File: src/verilog/fdl_pkg.sv
// Behaviour
// - Code detector runs only in extended superframe mode.
// - Data link bits watched continuously for codes.
// - Detect flag sets after filter-selected persistence.
// - Detected six-bit code readable by host.
// - Cleared detect stays clear until new code.
// - Clear flag sets after disintegration-selected absence.
// - Detect and clear interrupts gated by masks.
// - Source select bit chooses register for overhead.
// - Written byte sent least significant bit first.
// - Buffer-empty flag sets after byte sent.
// - Buffer-empty interrupt gated by its mask.
// - Without new write, previous byte is resent.
// - Transmit bytes sent raw, no zero stuffing.
// - Superframe mode sends only low six bits.
// - Received bits shift in, first bit lowest.
// - Receive-full flag sets when byte filled.
// - Receive-full interrupt gated by its mask.
// - Receive bits delivered raw, no destuffing.
// - Superframe receive updates on multiframe boundaries.
`default_nettype none

package fdl_pkg;

  // ==========================================================================
  // Register map.
  localparam int             ADDR_W          = 9;
  localparam logic [8:0]     OFS_RX_CODE_CTL = 9'h015;
  localparam logic [8:0]     OFS_RX_LINK     = 9'h062;
  localparam logic [8:0]     OFS_RX_CODE_VAL = 9'h063;
  localparam logic [8:0]     OFS_RX_STAT7    = 9'h096;
  localparam logic [8:0]     OFS_RX_MASK7    = 9'h0A6;
  localparam logic [8:0]     OFS_TX_LINK     = 9'h162;
  localparam logic [8:0]     OFS_TX_CTL2     = 9'h182;
  localparam logic [8:0]     OFS_TX_STAT2    = 9'h191;
  localparam logic [8:0]     OFS_TX_MASK2    = 9'h1A1;
  localparam logic [7:0]     RST_BYTE        = 8'h00;

  // ==========================================================================
  // Field positions.
  localparam int             CC_FILT_LSB     = 0;
  localparam int             CC_DIS_LSB      = 2;
  localparam int             ST7_DETECT      = 0;
  localparam int             ST7_CLEAR       = 1;
  localparam int             ST7_FULL        = 2;
  localparam int             ST2_EMPTY       = 4;
  localparam int             CTL2_SRC        = 7;

  // ==========================================================================
  // Link framing counts.
  localparam logic [2:0]     TX_LAST_ESF     = 3'h7;
  localparam logic [2:0]     TX_LAST_D4      = 3'h5;
  localparam logic [2:0]     RX_LAST_BIT     = 3'h7;
  localparam logic [3:0]     CODE_SLOT_LAST  = 4'hF;
  localparam logic [5:0]     REP_MAX         = 6'h3F;

  typedef enum logic {
    BOC_IDLE = 1'b0,
    BOC_HELD = 1'b1
  } fdl_boc_st_t;

  // Receive side strobes from the framer.
  typedef struct packed {
    logic bit_stb;
    logic bit_val;
    logic mf_bound;
  } fdl_rx_in_t;

  // Transmit overhead bit handed to the framer.
  typedef struct packed {
    logic from_reg;
    logic bit_val;
  } fdl_tx_out_t;

endpackage

`default_nettype wire

File: src/verilog/fdl_top.sv
// The strobed register port was left to the implementer.
`default_nettype none

module fdl_top
  import fdl_pkg::*;
#(
  parameter logic [5:0] DET_REPS0 = 6'h03,
  parameter logic [5:0] DET_REPS1 = 6'h05,
  parameter logic [5:0] DET_REPS2 = 6'h07,
  parameter logic [5:0] DET_REPS3 = 6'h0A,
  parameter logic [5:0] DIS_REPS0 = 6'h03,
  parameter logic [5:0] DIS_REPS1 = 6'h05,
  parameter logic [5:0] DIS_REPS2 = 6'h07,
  parameter logic [5:0] DIS_REPS3 = 6'h0A
) (
  input  wire logic              mclk,
  input  wire logic              rst,
  input  wire logic [ADDR_W-1:0] addr,
  input  wire logic [7:0]        wdata,
  input  wire logic              wr,
  input  wire logic              rd,
  output var  logic [7:0]        rdata,
  input  wire logic              esf_mode,
  input  wire fdl_rx_in_t        rx_in,
  input  wire logic              tx_slot,
  output var  fdl_tx_out_t       tx_out,
  output var  logic              interrupt_out_n
);

  // ==========================================================================
  // Registers and state.
  logic [7:0]  rx_code_control_r;
  logic [7:0]  rx_link_byte_r;
  logic [5:0]  rx_code_value_r;
  logic [7:0]  rx_latched_status_seven_r;
  logic [7:0]  rx_interrupt_mask_seven_r;
  logic [7:0]  tx_link_byte_r;
  logic [7:0]  tx_control_two_r;
  logic [7:0]  tx_latched_status_two_r;
  logic [7:0]  tx_interrupt_mask_two_r;
  logic [7:0]  tx_cur_r;
  logic [2:0]  tx_idx_r;
  logic [7:0]  rx_sh_r;
  logic [2:0]  rx_cnt_r;
  logic [15:0] win_r;
  logic [5:0]  cand_r;
  logic [5:0]  rep_r;
  logic [3:0]  slot_r;
  logic [5:0]  miss_r;
  fdl_boc_st_t boc_st_r;

  // Picks one of four thresholds with a two-bit selector.
  function automatic logic [5:0] pick_reps(input logic [1:0] sel,
                                           input logic [5:0] a,
                                           input logic [5:0] b,
                                           input logic [5:0] c,
                                           input logic [5:0] d);
    logic [5:0] v;
    v = a;
    if (sel == 2'h1) begin
      v = b;
    end else if (sel == 2'h2) begin
      v = c;
    end else if (sel == 2'h3) begin
      v = d;
    end
    return v;
  endfunction

  // ==========================================================================
  // Bus decode.
  logic wr_code_ctl, wr_st7, wr_mask7, wr_tx_link, wr_ctl2;
  logic wr_st2, wr_mask2;
  assign wr_code_ctl = wr && (addr == OFS_RX_CODE_CTL);
  assign wr_st7      = wr && (addr == OFS_RX_STAT7);
  assign wr_mask7    = wr && (addr == OFS_RX_MASK7);
  assign wr_tx_link  = wr && (addr == OFS_TX_LINK);
  assign wr_ctl2     = wr && (addr == OFS_TX_CTL2);
  assign wr_st2      = wr && (addr == OFS_TX_STAT2);
  assign wr_mask2    = wr && (addr == OFS_TX_MASK2);

  // Read data stand for the one cycle after the strobe, zero otherwise.
  always_ff @(posedge mclk) begin
    if (rst || !rd) begin
      rdata <= RST_BYTE;
    end else if (addr == OFS_RX_CODE_CTL) begin
      rdata <= rx_code_control_r;
    end else if (addr == OFS_RX_LINK) begin
      rdata <= rx_link_byte_r;
    end else if (addr == OFS_RX_CODE_VAL) begin
      rdata <= {2'h0, rx_code_value_r};
    end else if (addr == OFS_RX_STAT7) begin
      rdata <= rx_latched_status_seven_r;
    end else if (addr == OFS_RX_MASK7) begin
      rdata <= rx_interrupt_mask_seven_r;
    end else if (addr == OFS_TX_LINK) begin
      rdata <= tx_link_byte_r;
    end else if (addr == OFS_TX_CTL2) begin
      rdata <= tx_control_two_r;
    end else if (addr == OFS_TX_STAT2) begin
      rdata <= tx_latched_status_two_r;
    end else if (addr == OFS_TX_MASK2) begin
      rdata <= tx_interrupt_mask_two_r;
    end else begin
      rdata <= RST_BYTE;
    end
  end

  // Plain read/write control registers.
  always_ff @(posedge mclk) begin
    if (rst) begin
      rx_code_control_r         <= RST_BYTE;
      rx_interrupt_mask_seven_r <= RST_BYTE;
      tx_link_byte_r            <= RST_BYTE;
      tx_control_two_r          <= RST_BYTE;
      tx_interrupt_mask_two_r   <= RST_BYTE;
    end else begin
      if (wr_code_ctl) begin
        rx_code_control_r <= wdata;
      end
      if (wr_mask7) begin
        rx_interrupt_mask_seven_r <= wdata;
      end
      if (wr_tx_link) begin
        tx_link_byte_r <= wdata;
      end
      if (wr_ctl2) begin
        tx_control_two_r <= wdata;
      end
      if (wr_mask2) begin
        tx_interrupt_mask_two_r <= wdata;
      end
    end
  end

  // ==========================================================================
  // Code detector: a codeword is eight ones, a zero, six code bits first bit
  // lowest, then a zero; oldest bit sits in the low end of the window.
  logic [15:0] win_nxt;
  logic        code_bit;
  logic        match;
  logic [5:0]  code;
  logic [5:0]  rep_nxt;
  logic [5:0]  det_thr;
  logic [5:0]  dis_thr;
  logic        det_ev;
  logic        clr_ev;

  assign code_bit = rx_in.bit_stb && esf_mode;
  assign win_nxt  = {rx_in.bit_val, win_r[15:1]};
  assign match    = code_bit && (win_nxt[7:0] == 8'hFF) && !win_nxt[8]
                    && !win_nxt[15];
  assign code     = win_nxt[14:9];
  assign det_thr  = pick_reps(rx_code_control_r[CC_FILT_LSB +: 2],
                              DET_REPS0, DET_REPS1,
                              DET_REPS2, DET_REPS3);
  assign dis_thr  = pick_reps(rx_code_control_r[CC_DIS_LSB +: 2],
                              DIS_REPS0, DIS_REPS1,
                              DIS_REPS2, DIS_REPS3);

  // Repetition count of the current candidate, saturating.
  always_comb begin
    rep_nxt = 6'h01;
    if (code == cand_r && rep_r != 6'h00) begin
      rep_nxt = (rep_r == REP_MAX) ? REP_MAX : rep_r + 6'h01;
    end
  end

  // A held code only fires again when it changes; after a clear it may fire.
  assign det_ev = match && (rep_nxt >= det_thr)
                  && (boc_st_r == BOC_IDLE || code != rx_code_value_r);
  assign clr_ev = code_bit && !match && boc_st_r == BOC_HELD
                  && slot_r == CODE_SLOT_LAST
                  && (miss_r + 6'h01 >= dis_thr);

  // Window, candidate and miss counters advance on each data link bit in extended superframe mode.
  always_ff @(posedge mclk) begin
    if (rst) begin
      win_r  <= 16'h0000;
      cand_r <= 6'h00;
      rep_r  <= 6'h00;
      slot_r <= 4'h0;
      miss_r <= 6'h00;
    end else if (code_bit) begin
      win_r <= win_nxt;
      if (match) begin
        cand_r <= code;
        rep_r  <= rep_nxt;
        slot_r <= 4'h0;
        miss_r <= 6'h00;
      end else if (slot_r == CODE_SLOT_LAST) begin
        slot_r <= 4'h0;
        miss_r <= (miss_r == REP_MAX) ? REP_MAX : miss_r + 6'h01;
        if (clr_ev) begin
          rep_r <= 6'h00;
        end
      end else begin
        slot_r <= slot_r + 4'h1;
      end
    end
  end

  // Detector state and the reported code.
  always_ff @(posedge mclk) begin
    if (rst) begin
      boc_st_r        <= BOC_IDLE;
      rx_code_value_r <= 6'h00;
    end else begin
      case (boc_st_r)
        BOC_IDLE: begin
          if (det_ev) begin
            boc_st_r        <= BOC_HELD;
            rx_code_value_r <= code;
          end
        end
        BOC_HELD: begin
          if (det_ev) begin
            rx_code_value_r <= code;
          end else if (clr_ev) begin
            boc_st_r <= BOC_IDLE;
          end
        end
        default: begin
          boc_st_r <= BOC_IDLE;
        end
      endcase
    end
  end

  // ==========================================================================
  // Receive data link byte: bits enter at the top and move down, so the
  // first bit received ends in bit 0; no destuffing is done.
  logic rx_fill;
  logic rx_d4_upd;
  assign rx_fill   = esf_mode && rx_in.bit_stb && rx_cnt_r == RX_LAST_BIT;
  assign rx_d4_upd = !esf_mode && rx_in.mf_bound;

  always_ff @(posedge mclk) begin
    if (rst) begin
      rx_sh_r        <= RST_BYTE;
      rx_cnt_r       <= 3'h0;
      rx_link_byte_r <= RST_BYTE;
    end else begin
      if (rx_in.bit_stb) begin
        rx_sh_r  <= {rx_in.bit_val, rx_sh_r[7:1]};
        rx_cnt_r <= rx_cnt_r + 3'h1;
      end
      if (rx_fill) begin
        rx_link_byte_r <= {rx_in.bit_val, rx_sh_r[7:1]};
      end else if (rx_d4_upd) begin
        rx_link_byte_r <= {2'h0, rx_sh_r[7:2]};
        rx_cnt_r       <= 3'h0;
      end
    end
  end

  // ==========================================================================
  // Transmit serialiser: the held byte is copied at each byte boundary,
  // so an unwritten register is simply sent again; no stuffing is added.
  logic       tx_sel_reg;
  logic [2:0] tx_last;
  logic       tx_end;
  assign tx_sel_reg = !tx_control_two_r[CTL2_SRC];
  assign tx_last    = esf_mode ? TX_LAST_ESF : TX_LAST_D4;
  assign tx_end     = tx_slot && tx_sel_reg && tx_idx_r >= tx_last;

  always_ff @(posedge mclk) begin
    if (rst) begin
      tx_cur_r <= RST_BYTE;
      tx_idx_r <= 3'h0;
      tx_out   <= '0;
    end else begin
      tx_out.from_reg <= tx_sel_reg;
      if (tx_slot && tx_sel_reg) begin
        tx_out.bit_val <= tx_cur_r[tx_idx_r];
        if (tx_end) begin
          tx_idx_r <= 3'h0;
          tx_cur_r <= tx_link_byte_r;
        end else begin
          tx_idx_r <= tx_idx_r + 3'h1;
        end
      end
    end
  end

  // ==========================================================================
  // Latched status: a hardware set wins over a write-one clear.
  always_ff @(posedge mclk) begin
    if (rst) begin
      rx_latched_status_seven_r <= RST_BYTE;
      tx_latched_status_two_r   <= RST_BYTE;
    end else begin
      rx_latched_status_seven_r[ST7_DETECT] <= det_ev
        || (rx_latched_status_seven_r[ST7_DETECT]
            && !(wr_st7 && wdata[ST7_DETECT]));
      rx_latched_status_seven_r[ST7_CLEAR] <= clr_ev
        || (rx_latched_status_seven_r[ST7_CLEAR]
            && !(wr_st7 && wdata[ST7_CLEAR]));
      rx_latched_status_seven_r[ST7_FULL] <= rx_fill || rx_d4_upd
        || (rx_latched_status_seven_r[ST7_FULL]
            && !(wr_st7 && wdata[ST7_FULL]));
      tx_latched_status_two_r[ST2_EMPTY] <= tx_end
        || (tx_latched_status_two_r[ST2_EMPTY]
            && !(wr_st2 && wdata[ST2_EMPTY]));
    end
  end

  // Active-low interrupt from masked latched flags.
  always_ff @(posedge mclk) begin
    if (rst) begin
      interrupt_out_n <= 1'b1;
    end else begin
      interrupt_out_n <= !(|(rx_latched_status_seven_r[2:0]
                             & rx_interrupt_mask_seven_r[2:0])
                           || (tx_latched_status_two_r[ST2_EMPTY]
                               && tx_interrupt_mask_two_r[ST2_EMPTY]));
    end
  end
endmodule

`default_nettype wire

File: config.mk
export PLATFORM = sky130hd
export DESIGN_NAME = fdl_top
export DESIGN_NICKNAME = d
export VERILOG_FILES = /design/src/verilog/fdl_pkg.sv /design/src/verilog/fdl_top.sv
export SDC_FILE = /design/constraint.sdc
export NUM_CORES = 1
export LEC_CHECK = 0
export BUFFER_PORTS_ARGS = -buffer_cell sky130_fd_sc_hd__buf_4
export CORE_UTILIZATION = 55
export CTS_BUF_LIST = sky130_fd_sc_hd__clkbuf_8
export DETAILED_ROUTE_END_ITERATION = 7
export PLACE_DENSITY = 0.73
export SYNTH_ARGS = -nofsm -noshare
export SYNTH_HDL_FRONTEND = slang
export SYNTH_SLANG_ARGS = --single-unit
File: constraint.sdc
create_clock -name mclk -period 4.4 [get_ports mclk]
set_input_delay 0.66 -clock mclk [delete_from_list [all_inputs] [get_ports mclk]]
set_output_delay 0.66 -clock mclk [all_outputs]
set_load 0.02 [all_outputs]
==> results of run 1 <==
==> per-stage QoR <==
stage / total power, W / util (%) / cells / setup WS [ps] / hold WS [ps]
finish: 0.00234 / 64.4 / 885 / 1210 / 458
global route: 0.00242 / 64.4 / 885 / 859 / 471
floorplan: 0.00126 / - / 720 / 1600 / 433
CTS: 0.00236 / 64.4 / 885 / 1210 / 459
global placement: 0.00130 / 60.3 / 853 / 1320 / 440
detailed placement: 0.00131 / 60.3 / 853 / 1220 / 448
==> synthesized netlist by cell type, types with 4 or more instances <==
cell type  number  area, um^2
a211oi_1        4        30.0
a21oi_1        95         475
a22o_1          4        35.0
a22oi_1        14         105
a32o_1          4        40.0
and2_1          4        25.0
and3_1          6        37.5
buf_1           6        22.5
buf_2           7        35.0
clkbuf_1       29         109
clkbuf_2        4        20.0
dfxtp_1       128        2560
ha_1           20         250
inv_1          15        56.3
mux2i_1        23         230
nand2_1       116         435
nand2b_1        8        50.1
nand3_1        53         265
nand4_1         7        43.8
nor2_1         54         203
nor2b_1        10        62.6
nor3_1         10        50.1
o21ai_0        20         100
xnor2_1         9        78.8
xor2_1         11        96.3
==> metal layers <==
layer  up-vias  track usage [%]  share of wire (%)
met1      2455             36.7                 48
li1       2577                -                  -
met2       170             38.8                 45
met4         0             7.94                1.2
met3        21             5.52                6.5
met5         -                0                  0
==> worst register-to-register path, stage by stage, from the launching register on <==
cell and delay, ps:
dfxtp_1 460, xor2_1 110, nor4_1 350, and4_1 400
nand3_1 150, inv_1 80, ha_1 210, nand2b_1 140
a211oi_1 290, o21ai_0 200, o221ai_4 390, mux2i_1 250
nor2_1 50
==> state kept, by name, summed over array words and instances, names as in the netlist <==
register	flops
rx_latched_status_seven_r	3
rx_sh_r	7
tx_control_two_r	8
rx_link_byte_r	8
interrupt_out_n	1
win_r	15
boc_st_r	1
miss_r	6
tx_interrupt_mask_two_r	8
tx_cur_r	8
cand_r	6
tx_idx_r	3
slot_r	4
rx_cnt_r	3
rx_code_control_r	8
tx_link_byte_r	8
rx_code_value_r	6
tx_latched_status_two_r	1
rx_interrupt_mask_seven_r	8
rdata	8
rep_r	6
tx_out	2
==> final timing paths <==
| kind | to | slack (ps) | cells past startpoint | start |
|---|---|---|---|---|
| worst max-delay path | rx_code_value_r[2] | 1210 | 12 | win_r[14] |
| worst min-delay path | rx_interrupt_mask_seven_r[6] | 460 | 2 | rx_interrupt_mask_seven_r[6] |
| worst max register to register | rx_code_value_r[2] | 1210 | 12 | win_r[14] |
| worst min register to register | rx_interrupt_mask_seven_r[6] | 460 | 2 | rx_interrupt_mask_seven_r[6] |
==> final cells by class <==
type,count,area share (%)
multi-input combinational,531,47.2
sequential,128,38.2
timing repair buffer,43,4.81
clock buffer,21,4.31
tap,136,2.54
clock inverter,11,2.05
inverter,15,0.840
==> power breakdown <==
part           internal, W  switching (W)  leakage (nW)
Clock             0.000615       0.000446         0.224
Combinational    0.0000369      0.0000699          1.28
Sequential         0.00117     0.00000878          1.03
Total              0.00182       0.000525          2.54
==> cells by family (layout without fill, tap and decap cells) <==
| family | after synthesis | in the layout | synth area share [%] |
|---|---|---|---|
| muxes | 28 | 28 | 5.17 |
| adders and majority gates | 20 | 20 | 4.19 |
| buffers and inverters | 61 | 90 | 4.06 |
| and+or+nand+nor | 292 | 292 | 22.8 |
| xor gates and xnor gates | 20 | 20 | 2.93 |
| AOI/OAI and AO/OA | 171 | 171 | 17.9 |
| DFF | 128 | 128 | 42.9 |
==> results.sh, run 1 <==
export IMPL_status="completed"
export IMPL_via_count=5223
export IMPL_wl_um=13700
export IMPL_seq_area_frac_synth_pct=42.9
export IMPL_rows=37
export IMPL_drive_above_1_share_pct=11.3
export IMPL_grt_pass1_wl_um=23100
export IMPL_synth_async_reset_ratio_pct=0
export IMPL_cts_setup_buffers=0
export IMPL_startpoint_type="flip-flop"
export IMPL_synthToLayoutAreaGrowth_pct=12.3
export IMPL_cts_hold_buf=0
export IMPL_critPathArrivalTime_ps=3490
export IMPL_ff_latch_area_um2=2560
export IMPL_ys_warn_count=0
export IMPL_drtIter0Drc=459
export IMPL_clkLatencyLatePin_ps=430
export IMPL_cp_cell_sequence="xor2_1, nor4_1, and4_1, nand3_1, inv_1, ha_1, nand2b_1, a211oi_1, o21ai_0, o221ai_4, mux2i_1, nor2_1"
export IMPL_fmax_mhz=314
export IMPL_wire_per_inst_um=15.4
export IMPL_final_common_cell="dfxtp_1"
export IMPL_chipHeight_um=106
export IMPL_die_width_um=106
export IMPL_syn_nets=766
export IMPL_finalNetCount=782
export IMPL_grt_pass1_vias=4810
export IMPL_grt_util_all_layers_pct=25.7
export IMPL_min_period_ps=3190
export IMPL_clkTransAtPathRegs_ps=70
export IMPL_post_dp_cell_area_um2=6280
export IMPL_setup_tns_ps=0
export IMPL_worstMarginPinSlew_ps=838
export IMPL_drv_slew=0
export IMPL_ctsResizeCount=0
export IMPL_first_pass_iters=5
export IMPL_ios=37
export IMPL_grt_antenna_before_repair=0
export IMPL_hpwl_um=9490
export IMPL_min_period_over_period_pct=72.5
export IMPL_critical_path_top_delay_family="simple AND/OR/NAND/NOR gates"
export IMPL_final_cell_mix="128 x dfxtp_1, 116 x nand2_1, 95 x a21oi_1, 54 x nor2_1, 53 x nand3_1"
export IMPL_finClkSkew_ps=6.75
export IMPL_slowest_stage="dfxtp_1"
export IMPL_fin_area_um2=6710
export IMPL_cts_tree="built"
export IMPL_crit_type="reg -> reg"
export IMPL_multi_input_comb_area_um2=3170
export IMPL_synth_cell_area_um2=5970
export IMPL_fillCellCount=884
export IMPL_cts_buffers=17
export IMPL_cts_htree_levels=4
export IMPL_die_area_um2=11300
export IMPL_viasPerCell=5.90
export IMPL_ys_ff_latch=128
export IMPL_crit_buf_inv=1
export IMPL_synth_edf_count=0
export IMPL_avgSynthCellArea_um2=8.30
export IMPL_worst_setup_path_end_kind="flip-flop"
export IMPL_power_density_nw_per_um2=349
export IMPL_finalSetupViolCount=0
export IMPL_cts_root_buf="clkbuf_8"
export IMPL_start_util_pct=57.3
export IMPL_syn_inst=720
export IMPL_slowest_delay_ps=460
export IMPL_drtAntennaViolNets=0
export IMPL_cellLeakagePower_nw=2.54
export IMPL_ys_flop_type="dfxtp_1"
export IMPL_core_um2=10400
export IMPL_hold_viol=0
export IMPL_place_congestion=0.917
export IMPL_peakVddDrop_uv=243
export IMPL_cp_required_ps=4700
export IMPL_cp_max_fo=8
export IMPL_drv_cap=0
export IMPL_min_path_type="reg -> reg"
export IMPL_diodes=0
export IMPL_max_slew_margin_pct=44.1
export IMPL_clockBufferDepth=2
export IMPL_grt_ovfl_total=0
export IMPL_io_buffer_count=36
export IMPL_grt_max_degree=64
export IMPL_rsz0062_at_grt="false"
export IMPL_ys_types=60
export IMPL_drc=0
export IMPL_clock_sinks=128
(Power assumes the default switching activity.)
==> inputs of run 2 (changes only) <==
clock period = 3.11 ns   (was 4.4 ns; I/O delays follow)
==> run 2 against run 1 <==
Flip-flop and latch count unchanged. Largest power group unchanged. Power up 45%. Via count up 3.6%. Critical path depth up 1. Setup slack worse by 990 ps. Clock skew up 4.7 ps. Utilization up 1.3 points. Final area up 2.1%. Worst hold slack worse by 150 ps. Non-clock buffer count up 12. Combinational power up 49%. Sequential share of layout area down 0.76 points. Highest routed layer unchanged.
==> results.sh, run 2 (synthesized netlist as in run 1, its figures left out) <==
export IMPL_top_register="win_r"
export IMPL_cts_root_buf="clkbuf_8"
export IMPL_via_count=5411
export IMPL_reg2reg_slack_ps=220
export IMPL_hold_viol=0
export IMPL_drive_above_1_share_pct=13.5
export IMPL_worst_setup_path_end_kind="flip-flop"
export IMPL_status="completed"
export IMPL_cp_required_ps=3420
export IMPL_final_core_util_pct=65.7
export IMPL_cts_tree="built"
export IMPL_core_um2=10400
export IMPL_reg2reg_from="win_r[14]"
export IMPL_clkLatencyLatePin_ps=450
export IMPL_finClkSkew_ps=11.4
export IMPL_min_period_over_period_pct=93.0
export IMPL_clockBufferDepth=2
export IMPL_viasPerCell=6.03
export IMPL_start_util_pct=57.3
export IMPL_rsz0062_at_grt="false"
export IMPL_min_period_ps=2890
export IMPL_startpoint_type="flip-flop"
export IMPL_drtIter0Drc=441
export IMPL_crit_type="reg -> reg"
export IMPL_clock_sinks=128
export IMPL_grt_util_all_layers_pct=27.1
export IMPL_cellLeakagePower_nw=2.60
export IMPL_die_area_um2=11300
export IMPL_grt_antenna_before_repair=0
export IMPL_hold_depth=3
export IMPL_ff2ff_path_depth=13
export IMPL_place_congestion=0.880
export IMPL_cts_buffers=17
export IMPL_setup_tns_ps=0
export IMPL_first_pass_iters=5
export IMPL_max_slew_margin_pct=53.4
export IMPL_critPathArrivalTime_ps=3200
export IMPL_chipHeight_um=106
export IMPL_final_common_cell="dfxtp_1"
export IMPL_drc=0
export IMPL_drv_slew=0
export IMPL_grt_pass1_vias=4863
export IMPL_grt_ovfl_total=0
export IMPL_grt_max_degree=60
export IMPL_wire_per_inst_um=16.2
export IMPL_power_density_nw_per_um2=497
export IMPL_min_path_type="in -> reg"
export IMPL_fin_area_um2=6850
export IMPL_wl_um=14500
export IMPL_ios=37
export IMPL_hpwl_um=10100
export IMPL_drtAntennaViolNets=0
export IMPL_die_width_um=106
export IMPL_rr_endpoint="rx_code_value_r[0]"
export IMPL_min_to="rx_interrupt_mask_seven_r[7]"
export IMPL_final_cell_mix="127 x dfxtp_1, 116 x nand2_1, 95 x a21oi_1, 54 x nor2_1, 54 x buf_4"
export IMPL_cp_max_fo=8
export IMPL_worstMarginPinSlew_ps=696
export IMPL_drv_cap=0
export IMPL_synthToLayoutAreaGrowth_pct=14.6
export IMPL_diodes=0
export IMPL_io_buffer_count=36
export IMPL_worst_hold_slack_ps=306
export IMPL_rows=37
export IMPL_post_dp_cell_area_um2=6360
export IMPL_largest_reg_flops=15
export IMPL_peakVddDrop_uv=311
export IMPL_cts_htree_levels=4
export IMPL_finalNetCount=794
export IMPL_fmax_mhz=346
export IMPL_min_from="wdata[7]"
export IMPL_finalSetupViolCount=0
export IMPL_clkTransAtPathRegs_ps=80
export IMPL_grt_pass1_wl_um=24000
run 2: area by class of cell:
class / count / area (um^2)
clock buffers: 17 / 234
clock inverters: 15 / 211
repair buffers: 55 / 425
inverters: 15 / 56.3
fillers: 922 / 3570
flip-flops and latches: 128 / 2560
well taps: 136 / 170
multi-input cells: 531 / 3190
run 2: what timing repair did:
item	CTS	global route
endpoints found under the setup margin	0	6
gates resized for setup	0	4
hold buffers	0	0
setup buffers	0	1
run 2: worst max-delay path, stage by stage, from the launching register on:
cell	delay, ps
dfxtp_1	320
xor2_1	170
nor4_2	280
and4_1	290
nand3_1	110
inv_1	70
ha_1	220
nand2b_1	160
a211oi_2	250
o221ai_1	220
o221ai_4	240
buf_12	160
mux2i_1	200
nor2_1	60
run 2: worst max path at each step:
stage,startpoint,endpoint,slack [ps],cells after the start
4_1_cts,win_r[11],rx_code_value_r[0],30,12
5_1_grt,rep_r[2],rx_code_value_r[0],20,13
2_1_floorplan,win_r[14],rx_code_value_r[0],310,14
3_5_place_dp,win_r[11],rx_code_value_r[0],70,12
6_report,win_r[14],rx_code_value_r[0],220,13
3_3_place_gp,win_r[11],rx_code_value_r[0],220,12
run 2: power by group:
| part | internal [W] | leakage (nW) | switching (W) | total (W) |
|---|---|---|---|---|
| combinational | 0.0000560 | 1.35 | 0.000103 | 0.000159 |
| sequential | 0.00165 | 1.03 | 0.0000114 | 0.00166 |
| clock | 0.000884 | 0.214 | 0.000702 | 0.00159 |
run 2: layer usage:
| metal | GRT usage, % | vias up | routed length, um |
|---|---|---|---|
| met5 | 0 | - | 0 |
| met4 | 10.1 | 0 | 202 |
| met3 | 6.56 | 19 | 1030 |
| met2 | 40.8 | 189 | 6620 |
| met1 | 37.7 | 2605 | 6670 |
| li1 | - | 2598 | - |
run 2: through the flow:
| step | total power (W) | worst slack (ps) | std cells |
|---|---|---|---|
| 2_1_floorplan | 0.00179 | 306 | 720 |
| 3_3_place_gp | 0.00185 | 219 | 864 |
| 3_5_place_dp | 0.00186 | 71.1 | 864 |
| 4_1_cts | 0.00342 | 34.5 | 896 |
| 5_1_grt | 0.00352 | 17.5 | 897 |
| 6_report | 0.00341 | 217 | 897 |
